--- config.mk ---
export PLATFORM = sky130hd
export DESIGN_NAME = gas_alarm_state_controller
export DESIGN_NICKNAME = d
export VERILOG_FILES = /design/src/gas_alarm_pkg.sv /design/src/gas_alarm_sync.sv /design/src/gas_alarm_state_controller.sv
export VERILOG_INCLUDE_DIRS = /design/src
export SDC_FILE = /design/constraint.sdc
export NUM_CORES = 1
export LEC_CHECK = 0
export BUFFER_PORTS_ARGS = -buffer_cell sky130_fd_sc_hd__buf_4
export CAP_MARGIN = 20
export CORE_MARGIN = 10
export CORE_UTILIZATION = 45
export DETAILED_ROUTE_END_ITERATION = 16
export HOLD_SLACK_MARGIN = 0.03
export PLACE_DENSITY_LB_ADDON = 0.12
export SETUP_SLACK_MARGIN = 0.3
export SYNTH_ARGS = -nofsm -noshare
export SYNTH_HDL_FRONTEND = slang
export SYNTH_SLANG_ARGS = --single-unit
--- constraint.sdc ---
create_clock -name i_clk_sys -period 3.2 [get_ports i_clk_sys]
set_input_delay 0.64 -clock i_clk_sys [delete_from_list [all_inputs] [get_ports i_clk_sys]]
set_output_delay 0.64 -clock i_clk_sys [all_outputs]
set_load 0.005 [all_outputs]
--- src/gas_alarm_regs.svh ---
// Function
// Concentration above low setpoint enters low alarm, lights low lamp, energises low relay.
// Concentration above high setpoint enters high alarm, lights high lamp, energises relay.
// High alarm may only be entered while low alarm is already active; code also enters both together on one sample above both setpoints.
// Fault relay stays energised while healthy; supply loss reads as fault.
// Sensor damage, removal or bad calibration enters fault and releases fault relay.
// Alarms and fault are evaluated independently; detection continues during fault.
// Automatic mode clears an alarm once concentration falls to half its setpoint.
// Clearing the fault is ignored while the fault condition persists.
// Manual mode: operator reset clears an alarm once concentration is below setpoint.
// Automatic reset after power-up; manual reset selectable by configuration.
// Both alarm outputs stay blocked during the warm-up period after power-on.
// After warm-up the status indicator blinks steadily at 1 Hz.
// In high alarm the low relay stays energised and low lamp lit.
// Concentration is compared to both setpoints on every valid sample cycle.
`ifndef GAS_ALARM_REGS_SVH
`define GAS_ALARM_REGS_SVH

`define GA_CONC_W         16
`define GA_CLK_HZ         100000000
`define GA_BLINK_HZ       1
`define GA_BLINK_HALF     (`GA_CLK_HZ / (2 * `GA_BLINK_HZ))
`define GA_WARMUP_S       60
`define GA_FAST_HALF      (`GA_CLK_HZ / 16)

`endif

--- src/gas_alarm_pkg.sv ---
package gas_alarm_pkg;
   typedef enum logic [1:0] {
      ST_WARMUP = 2'b00,
      ST_RUN    = 2'b01
   } run_state_t;
endpackage : gas_alarm_pkg

--- src/gas_alarm_sync.sv ---
`timescale 1ns/1ns
`default_nettype none
// Three-stage synchroniser; output changes once stages two and three agree
module gas_alarm_sync (
   input  wire logic i_clk_sys,
   input  wire logic i_rst_n,
   input  wire logic i_async,
   output var  logic o_level
);
   logic [2:0] sh_ff;
   logic [2:0] nxt_sh;
   logic       lvl_ff;
   logic       nxt_lvl;

   // Shift and agreement filter
   always_comb begin
      nxt_sh  = {sh_ff[1:0], i_async};
      nxt_lvl = (sh_ff[1] == sh_ff[2]) ? sh_ff[2] : lvl_ff;
   end

   always_ff @(posedge i_clk_sys or negedge i_rst_n) begin
      if (!i_rst_n) begin
         sh_ff  <= 3'h0;
         lvl_ff <= 1'b0;
      end else begin
         sh_ff  <= nxt_sh;
         lvl_ff <= nxt_lvl;
      end
   end

   assign o_level = lvl_ff;
endmodule : gas_alarm_sync
`default_nettype wire

--- src/gas_alarm_state_controller.sv ---
`timescale 1ns/1ns
`default_nettype none
`include "gas_alarm_regs.svh"
module gas_alarm_state_controller #(
   parameter longint unsigned WARMUP_CYCLES = 64'(`GA_WARMUP_S) * 64'(`GA_CLK_HZ),
   parameter int unsigned BLINK_HALF    = `GA_BLINK_HALF,
   parameter int unsigned FAST_HALF     = `GA_FAST_HALF
) (
   input  wire logic                  i_clk_sys,
   input  wire logic                  i_rst_n,
   input  wire logic [`GA_CONC_W-1:0] i_conc,
   input  wire logic                  i_conc_valid,
   input  wire logic [`GA_CONC_W-1:0] i_low_setpoint,
   input  wire logic [`GA_CONC_W-1:0] i_high_setpoint,
   input  wire logic                  i_fault_cond,
   input  wire logic                  i_low_manual,
   input  wire logic                  i_high_manual,
   input  wire logic                  i_fault_manual,
   input  wire logic                  i_reset_btn,
   output var  logic                  o_low_alarm_relay,
   output var  logic                  o_high_alarm_relay,
   output var  logic                  o_fault_relay,
   output var  logic                  o_low_alarm_lamp,
   output var  logic                  o_high_alarm_lamp,
   output var  logic                  o_fault_lamp,
   output var  logic                  o_status_led
);
   logic                  rst_s1_ff;
   logic                  rst_s2_ff;
   logic                  rst_n;
   logic                  fault_in;
   logic                  reset_in;
   logic                  reset_prev_ff;
   logic                  nxt_reset_prev;
   logic                  reset_pulse;
   gas_alarm_pkg::run_state_t state_ff;
   gas_alarm_pkg::run_state_t nxt_state;
   logic [63:0]           warm_cnt_ff;   // Wide enough for a full-rate warm-up
   logic [63:0]           nxt_warm_cnt;
   logic                  below_low_ff;  // Last valid sample was under low setpoint
   logic                  nxt_below_low;
   logic                  below_high_ff; // Last valid sample was under high setpoint
   logic                  nxt_below_high;
   logic [31:0]           blink_cnt_ff;
   logic [31:0]           nxt_blink_cnt;
   logic                  led_ff;
   logic                  nxt_led;
   logic                  low_ff;
   logic                  nxt_low;
   logic                  high_ff;
   logic                  nxt_high;
   logic                  fault_ff;
   logic                  nxt_fault;
   logic                  above_low;
   logic                  above_high;
   logic                  below_low;
   logic                  below_high;
   logic                  half_low;
   logic                  half_high;

   // Reset release through two flip-flops
   always_ff @(posedge i_clk_sys or negedge i_rst_n) begin
      if (!i_rst_n) begin
         rst_s1_ff <= 1'b0;
         rst_s2_ff <= 1'b0;
      end else begin
         rst_s1_ff <= 1'b1;
         rst_s2_ff <= rst_s1_ff;
      end
   end
   assign rst_n = rst_s2_ff;

   // Pin inputs from outside the clock domain
   gas_alarm_sync u_sync_fault (
      .i_clk_sys (i_clk_sys),
      .i_rst_n   (rst_n),
      .i_async   (i_fault_cond),
      .o_level   (fault_in)
   );
   gas_alarm_sync u_sync_reset (
      .i_clk_sys (i_clk_sys),
      .i_rst_n   (rst_n),
      .i_async   (i_reset_btn),
      .o_level   (reset_in)
   );

   // Comparisons against setpoints and half setpoints
   always_comb begin
      above_low  = i_conc > i_low_setpoint;
      above_high = i_conc > i_high_setpoint;
      below_low  = i_conc < i_low_setpoint;
      below_high = i_conc < i_high_setpoint;
      half_low   = i_conc <= (i_low_setpoint >> 1);
      half_high  = i_conc <= (i_high_setpoint >> 1);
   end

   // Warm-up and status blink sequencing
   always_comb begin
      nxt_state     = state_ff;
      nxt_warm_cnt  = warm_cnt_ff;
      nxt_blink_cnt = blink_cnt_ff + 32'h0000_0001;
      nxt_led       = led_ff;
      nxt_reset_prev = reset_in;
      unique case (state_ff)
         gas_alarm_pkg::ST_WARMUP: begin
            if (warm_cnt_ff >= WARMUP_CYCLES - 1) begin
               nxt_state     = gas_alarm_pkg::ST_RUN;
               nxt_blink_cnt = 32'h0000_0000;
            end else begin
               nxt_warm_cnt = warm_cnt_ff + 64'h0000_0000_0000_0001;
            end
            if (blink_cnt_ff >= FAST_HALF - 1) begin // Rapid blink while warming
               nxt_blink_cnt = 32'h0000_0000;
               nxt_led       = ~led_ff;
            end
         end
         gas_alarm_pkg::ST_RUN: begin
            if (blink_cnt_ff >= BLINK_HALF - 1) begin
               nxt_blink_cnt = 32'h0000_0000;
               nxt_led       = ~led_ff;
            end
         end
         default: nxt_state = gas_alarm_pkg::ST_WARMUP;
      endcase
   end
   assign reset_pulse = reset_in & ~reset_prev_ff;

   // Alarm and fault state; each evaluated independently
   always_comb begin
      nxt_low   = low_ff;
      nxt_high  = high_ff;
      nxt_fault = fault_ff;
      nxt_below_low  = below_low_ff;
      nxt_below_high = below_high_ff;
      if (i_conc_valid) begin
         nxt_below_low  = below_low;
         nxt_below_high = below_high;
      end
      if (state_ff != gas_alarm_pkg::ST_RUN) begin
         nxt_low  = 1'b0;
         nxt_high = 1'b0;
      end else begin
         // Operator command acts on the last sample; a new sample overrides
         if (reset_pulse) begin
            if (i_low_manual && low_ff && !high_ff && below_low_ff) nxt_low = 1'b0;
            if (i_high_manual && high_ff && below_high_ff) nxt_high = 1'b0;
         end
         if (i_conc_valid) begin
            if (above_low) begin
               nxt_low = 1'b1;
            end else if (low_ff && !high_ff) begin
               if (!i_low_manual && half_low) nxt_low = 1'b0;
            end
            if (above_high && (low_ff || above_low)) begin
               nxt_high = 1'b1;
               nxt_low  = 1'b1;
            end else if (high_ff) begin
               if (!i_high_manual && half_high) nxt_high = 1'b0;
            end
         end
      end
      if (fault_in) begin
         nxt_fault = 1'b1;
      end else if (fault_ff) begin
         if (!i_fault_manual || reset_pulse) nxt_fault = 1'b0;
      end
   end

   always_ff @(posedge i_clk_sys or negedge rst_n) begin
      if (!rst_n) begin
         state_ff      <= gas_alarm_pkg::ST_WARMUP;
         warm_cnt_ff   <= 64'h0000_0000_0000_0000;
         below_low_ff  <= 1'b0;
         below_high_ff <= 1'b0;
         blink_cnt_ff  <= 32'h0000_0000;
         led_ff        <= 1'b0;
         low_ff        <= 1'b0;
         high_ff       <= 1'b0;
         fault_ff      <= 1'b0;
         reset_prev_ff <= 1'b0;
      end else begin
         state_ff      <= nxt_state;
         warm_cnt_ff   <= nxt_warm_cnt;
         below_low_ff  <= nxt_below_low;
         below_high_ff <= nxt_below_high;
         blink_cnt_ff  <= nxt_blink_cnt;
         led_ff        <= nxt_led;
         low_ff        <= nxt_low;
         high_ff       <= nxt_high;
         fault_ff      <= nxt_fault;
         reset_prev_ff <= nxt_reset_prev;
      end
   end

   // Output drives
   always_comb begin
      o_low_alarm_relay  = low_ff;
      o_low_alarm_lamp   = low_ff;
      o_high_alarm_relay = high_ff & low_ff;
      o_high_alarm_lamp  = high_ff & low_ff;
      o_fault_relay      = ~fault_ff;
      o_fault_lamp       = fault_ff;
      o_status_led       = led_ff;
   end
endmodule : gas_alarm_state_controller
`default_nettype wire

==> summary.txt, run 1 <==
Final Power = 3.67 mW
Initial antenna violation count = 0
Leak = 3.63 nW
VDD IR-drop max = 305 uV
Die Y = 138 um
Die area = 19100 um2
Worst slew margin = 0.558
CP Cell Sequence = nor4_1, nand4_1, or3_1, a221oi_4, buf_4, mux2_2
DRT Wirelength = 13300 um
Largest family of logic cells by synthesized area = simple AND/OR/NAND/NOR gates
Met3 GRT Util = 0.0339
Critical path class = register to register
Global routing's busiest layer = met2
Final Wtd Congestion = 0.805
Critical path arrival = 2720 ps
Compound-Gate Fraction of Synth Area = 0.0862
Post-Synth Adder-Cell Area = 0.131
Placed cell areas = 6880 um2
Deepest clock path buffer count = 2
Sequential share of power = 0.407
Mapped Cells = 616
P_int = 2.77 mW
Leading cell type in the layout, fill and taps excluded = dfrtp_1
Cts bufs inserted = 17
M1 GR Usage = 0.195
First-pass GRT wire length = 23400 um
Crit path max-delay family = simple AND/OR/NAND/NOR gates
CTS tree = yes
Worst path bufs/invs = 1
Crit share post-route = 0.756
Sw Pwr = 0.894 mW
Largest stage delay, worst path = 520 ps
TritonRoute pass-1 iters = 4
Max FO, Critical Path = 19
Worst Tran Pin Value = 663 ps
Worst setup SP type = register
DRC Markers = 0
Mux share of post-synthesis cell area = 0.00497
Main synth FF type = dfrtp_1
Clock power share = 0.514
Congestion Overflow GR = 0
# Post-CTS Setup Buffers = 0
IO Count = 63
Number of synthesized flops with an enable pin = 0
H-tree levels = 4
CTS root buf = clkbuf_16
Via count = 4516
Share of cells above drive strength 1 = 0.178
Initial Utilization = 0.457
Asr flop ratio synth = 1.00
Peak Freq = 413 MHz
Pin count of the biggest net entering global routing = 59
Total GRT Usage = 0.145
FP Rows = 43
Iteration-0 DRC Markers = 241
Most frequent cells in the layout = dfrtp_1, buf_4, ha_1, inv_1, nor2_1
Yosys reg bits = 114
Xor/xnor share of the synthesized area = 0.0766
Yosys warns = 0
ANT nets after route = 0
Min Tclk post-route = 2420 ps
Hold Path Class = input port to register
P per Cell Area = 490 nW/um2
Comb pwr share = 0.080
Hpwl dp = 10100 um
Clock sinks = 114
I/O Buffers = 62
Synthesis-to-finish area growth = 19.1%
Core ar. = 13800 um2
Final Cell Area = 7490 um2
Syn Area/Cell = 10.2 um2
Clk Latency, worst-skew pair = 410 ps
Sequential fraction of the synthesis area = 0.454
Final Net Count = 786
Mean number of vias per cell = 5.26
Final hold viol count = 0
Max-Cap Viols = 0
Slew Limit Fails = 0
CP max stage cell = or3_1
CP required = 3500 ps
Horiz. Die Dim = 138 um
Status = completed
Net Sw Frac = 0.244
Post-synth cell types = 58
Synth Area in Simple Gates = 0.192
Final core occ = 0.544
Cell Area, Synth = 6290 um2
Fin Setup TNS = 0 ps
Met2 usage = 0.226
Final clock skew = 11.0 ps
Drt wl/cell = 15.4 um
Setup crit end kind = register
RSZ-0062 raised after global routing = no
Diode count = 0
Clock slew at reported path FFs = 60 ps
Final setup viols = 0
Vias in the first global route = 4700
[path summary, 6_finish.rpt]
kind | slack, ps | start | endpoint | cells after the start
max in group asynchronous | 2080 | rst_n | warm_cnt_ff[26] | 1
setup / recovery | 780 | warm_cnt_ff[45] | warm_cnt_ff[1] | 6
hold / removal | 340 | i_fault_cond | u_sync_fault.sh_ff[0] | 1
setup reg to reg | 780 | warm_cnt_ff[45] | warm_cnt_ff[1] | 6
min in group asynchronous | 380 | rst_n | blink_cnt_ff[28] | 0
hold reg to reg | 350 | u_sync_fault.sh_ff[0] | u_sync_fault.sh_ff[1] | 0
[flip-flops by register name, indices dropped and copies added, names as in the netlist, 3 cells and up]
name / count
warm_cnt_ff: 64
u_sync_reset.sh_ff: 3
blink_cnt_ff: 32
u_sync_fault.sh_ff: 3
[layer usage]
| layer | share of wire | routed length, um |
|---|---|---|
| met3 | 0.027 | 364 |
| met2 | 0.47 | 6230 |
| met4 | 0.012 | 157 |
| met5 | 0 | 0 |
| met1 | 0.49 | 6510 |
[per-stage QoR]
stage	hold WS, ps	setup slack (ps)	cells
after floorplan	331	972	621
after global placement	336	615	825
after detailed placement	335	637	826
after CTS	324	731	859
after global routing	319	614	859
final	340	780	859
[worst register-to-register path, cell delays in order (launching register included)]
cell      delay (ps)
dfrtp_1          370
nor4_1           320
nand4_1          190
or3_1            520
a221oi_4         230
buf_4            300
mux2_2           370
[timing repair]
item | in CTS | in global routing
gates resized for setup | 0 | 0
hold buffers | 1 | 0
endpoints found under the hold margin | 2 | 0
[cells by family (layout without fill, tap and decap cells)]
kind of cell | after synthesis | count (layout)
other cells | 2 | 7
flops | 114 | 114
mux | 3 | 3
buf+inv | 85 | 143
xor+xnor | 55 | 55
fa+ha+maj | 66 | 66
compound gates | 77 | 77
simple gates | 214 | 214
[power by group through the flow]
stage                     logic [mW]  clock network, mW  registers (mW)
after floorplan                0.147                  0            1.52
after global placement         0.286                  0            1.52
after detailed placement       0.293                  0            1.52
after CTS                      0.296               1.93            1.49
after global routing           0.337               2.00            1.50
final                          0.292               1.88            1.49
[synth_stat cells (13+ instances only)]
cell,n,share of area
nor4_1,14,0.014
dfrtp_1,114,0.45
nor2_1,43,0.026
xnor2_1,28,0.039
nand2_1,37,0.022
nand3_1,18,0.014
nand4_1,34,0.034
ha_1,64,0.13
xor2_1,27,0.038
nor3_1,13,0.010
clkbuf_1,36,0.021
inv_1,43,0.026
a21oi_1,24,0.019
[layout make-up]
type	count	area, um2
tap	180	225
clock inverter	15	171
inverter	43	161
clock buffer	17	425
sequential	114	2860
fill	1245	6280
multi-input combinational	422	3120
timing repair buffer	68	533
Power figures use the tool's default switching activity.
==> inputs of run 2 (changes only) <==
==> constraint.sdc (replaced) <==
create_clock -name i_clk_sys -period 2.2 [get_ports i_clk_sys]
set_input_delay 0.44 -clock i_clk_sys [delete_from_list [all_inputs] [get_ports i_clk_sys]]
set_output_delay 0.44 -clock i_clk_sys [all_outputs]
set_load 0.005 [all_outputs]
==> summary.txt, run 2 (synthesis results as in run 1) <==
Status = finished with violations
Failing checks = negative setup slack
Worst R2R End = warm_cnt_ff[19]
Min-delay src = i_reset_btn
Clk Latency, worst-skew pair = 410 ps
Slew Limit Fails = 0
Total GRT Usage = 0.162
Cell count along the critical path = 8
Worst Tran Pin Value = 569 ps
Clock slew at reported path FFs = 60 ps
Deepest clock path buffer count = 2
Cts bufs inserted = 17
P per Cell Area = 604 nW/um2
Via count = 4883
Peak Freq = 452 MHz
TritonRoute pass-1 iters = 4
Die Y = 138 um
Max-Cap Viols = 0
DRC Markers = 0
Worst R2R Setup Slack = -10 ps
CP max stage cell = or3_4
Iteration-0 DRC Markers = 230
Placed Cells incl. Taps = 863
DRT Wirelength = 15300 um
RR Startpoint = warm_cnt_ff[39]
Clock sinks = 114
Max FO, Critical Path = 2
CTS tree = yes
Mean number of vias per cell = 5.26
Worst setup SP type = register
ANT nets after route = 0
Setup crit end kind = register
R2R depth = 8
Share of cells above drive strength 1 = 0.353
Hpwl dp = 10900 um
Hold Path Class = input port to register
Worst path bufs/invs = 2
Core ar. = 13800 um2
Leak = 4.09 nW
Initial Utilization = 0.457
Crit path to = warm_cnt_ff[19]
Critical path class = register to register
CP startpoint = warm_cnt_ff[39]
Most frequent cells in the layout = buf_4, dfrtp_1, ha_1, nand2_1, inv_1
First-pass GRT wire length = 25800 um
Final setup viols = 3
Final hold viol count = 0
Most flop-heavy register = warm_cnt_ff
Diode count = 0
Non-Filler Instances = 928
Die area = 19100 um2
IO Count = 63
Final clock skew = 8.92 ps
VDD IR-drop max = 515 uV
H-tree levels = 4
Drt wl/cell = 16.5 um
Leading cell type in the layout, fill and taps excluded = buf_4
Horiz. Die Dim = 138 um
Final Hold Slack = 141 ps
Crit share post-route = 1.00
Largest stage delay, worst path = 420 ps
Final Wtd Congestion = 0.871
Min Tclk post-route = 2210 ps
Crit path max-delay family = simple AND/OR/NAND/NOR gates
Synthesis-to-finish area growth = 39.1%
Congestion Overflow GR = 0
Final Net Count = 855
Pin count of the biggest net entering global routing = 40
CP Cell Sequence = nor4_2, nand4_1, or3_4, a221oi_4, buf_4, buf_6, nand3_4, xnor2_2
I/O Buffers = 62
CP required = 2490 ps
Initial antenna violation count = 0
Max FFs per register = 64
RSZ-0062 raised after global routing = yes
Worst slew margin = 0.617
FP Rows = 43
Top Registers = warm_cnt_ff (64), blink_cnt_ff (32)
Fin worst setup slack = -10.6 ps
Vias in the first global route = 5171
CTS root buf = clkbuf_16
Critical path arrival = 2500 ps
## run 2: final cells by class
cell class	instances	area, um2
multi-input cells	422	3700
clock inverters	13	135
repair buffers	137	1210
inverters	43	179
clock buffers	19	443
well taps	180	225
flip-flops and latches	114	2860
fillers	1107	5030
## run 2: metrics by stage
step | setup TNS [ps] | power, mW | cell area [um2] | setup WS (ps) | util
2_1_floorplan | 0 | 2.44 | 6560 | 33.7 | -
3_3_place_gp | -102 | 2.66 | 7390 | -72.2 | 0.537
3_5_place_dp | -1890 | 2.68 | 7390 | -160 | 0.537
4_1_cts | -50.5 | 5.34 | 8530 | -28.3 | 0.619
5_1_grt | -1970 | 5.53 | 8750 | -99.2 | 0.635
6_report | -21.2 | 5.29 | 8750 | -10.6 | 0.635
## run 2: power by group
| part | internal, mW | leakage [nW] | switching [mW] | total [mW] |
|---|---|---|---|---|
| clock network | 1.69 | 0.283 | 0.939 | 2.63 |
| logic | 0.239 | 2.28 | 0.250 | 0.489 |
| registers | 2.14 | 1.53 | 0.0329 | 2.17 |
| total | 4.06 | 4.09 | 1.22 | 5.29 |
## run 2: how the worst min path moves through the flow
stage,endpoint,depth (start not counted)
after floorplan,rst_s1_ff,0
after global placement,rst_s1_ff,1
after detailed placement,rst_s1_ff,1
after CTS,u_sync_reset.sh_ff[0],1
after global routing,u_sync_reset.sh_ff[0],1
final,u_sync_reset.sh_ff[0],1
## run 2: repair_timing
item	in CTS	in global routing
gates resized for setup	77	30
hold endpoints to repair	2	0
setup endpoints to repair	62	64
setup buffers	19	10
cloned	3	0
pin swaps	51	24
hold buffers	1	0
## run 2: layer usage
| layer | track usage | part of all wire | up-vias |
|---|---|---|---|
| li1 | - | - | 2416 |
| met1 | 0.202 | 0.46 | 2366 |
| met2 | 0.267 | 0.49 | 77 |
| met3 | 0.0404 | 0.031 | 24 |
| met4 | 0.0566 | 0.018 | 0 |
| met5 | 0 | 0 | - |
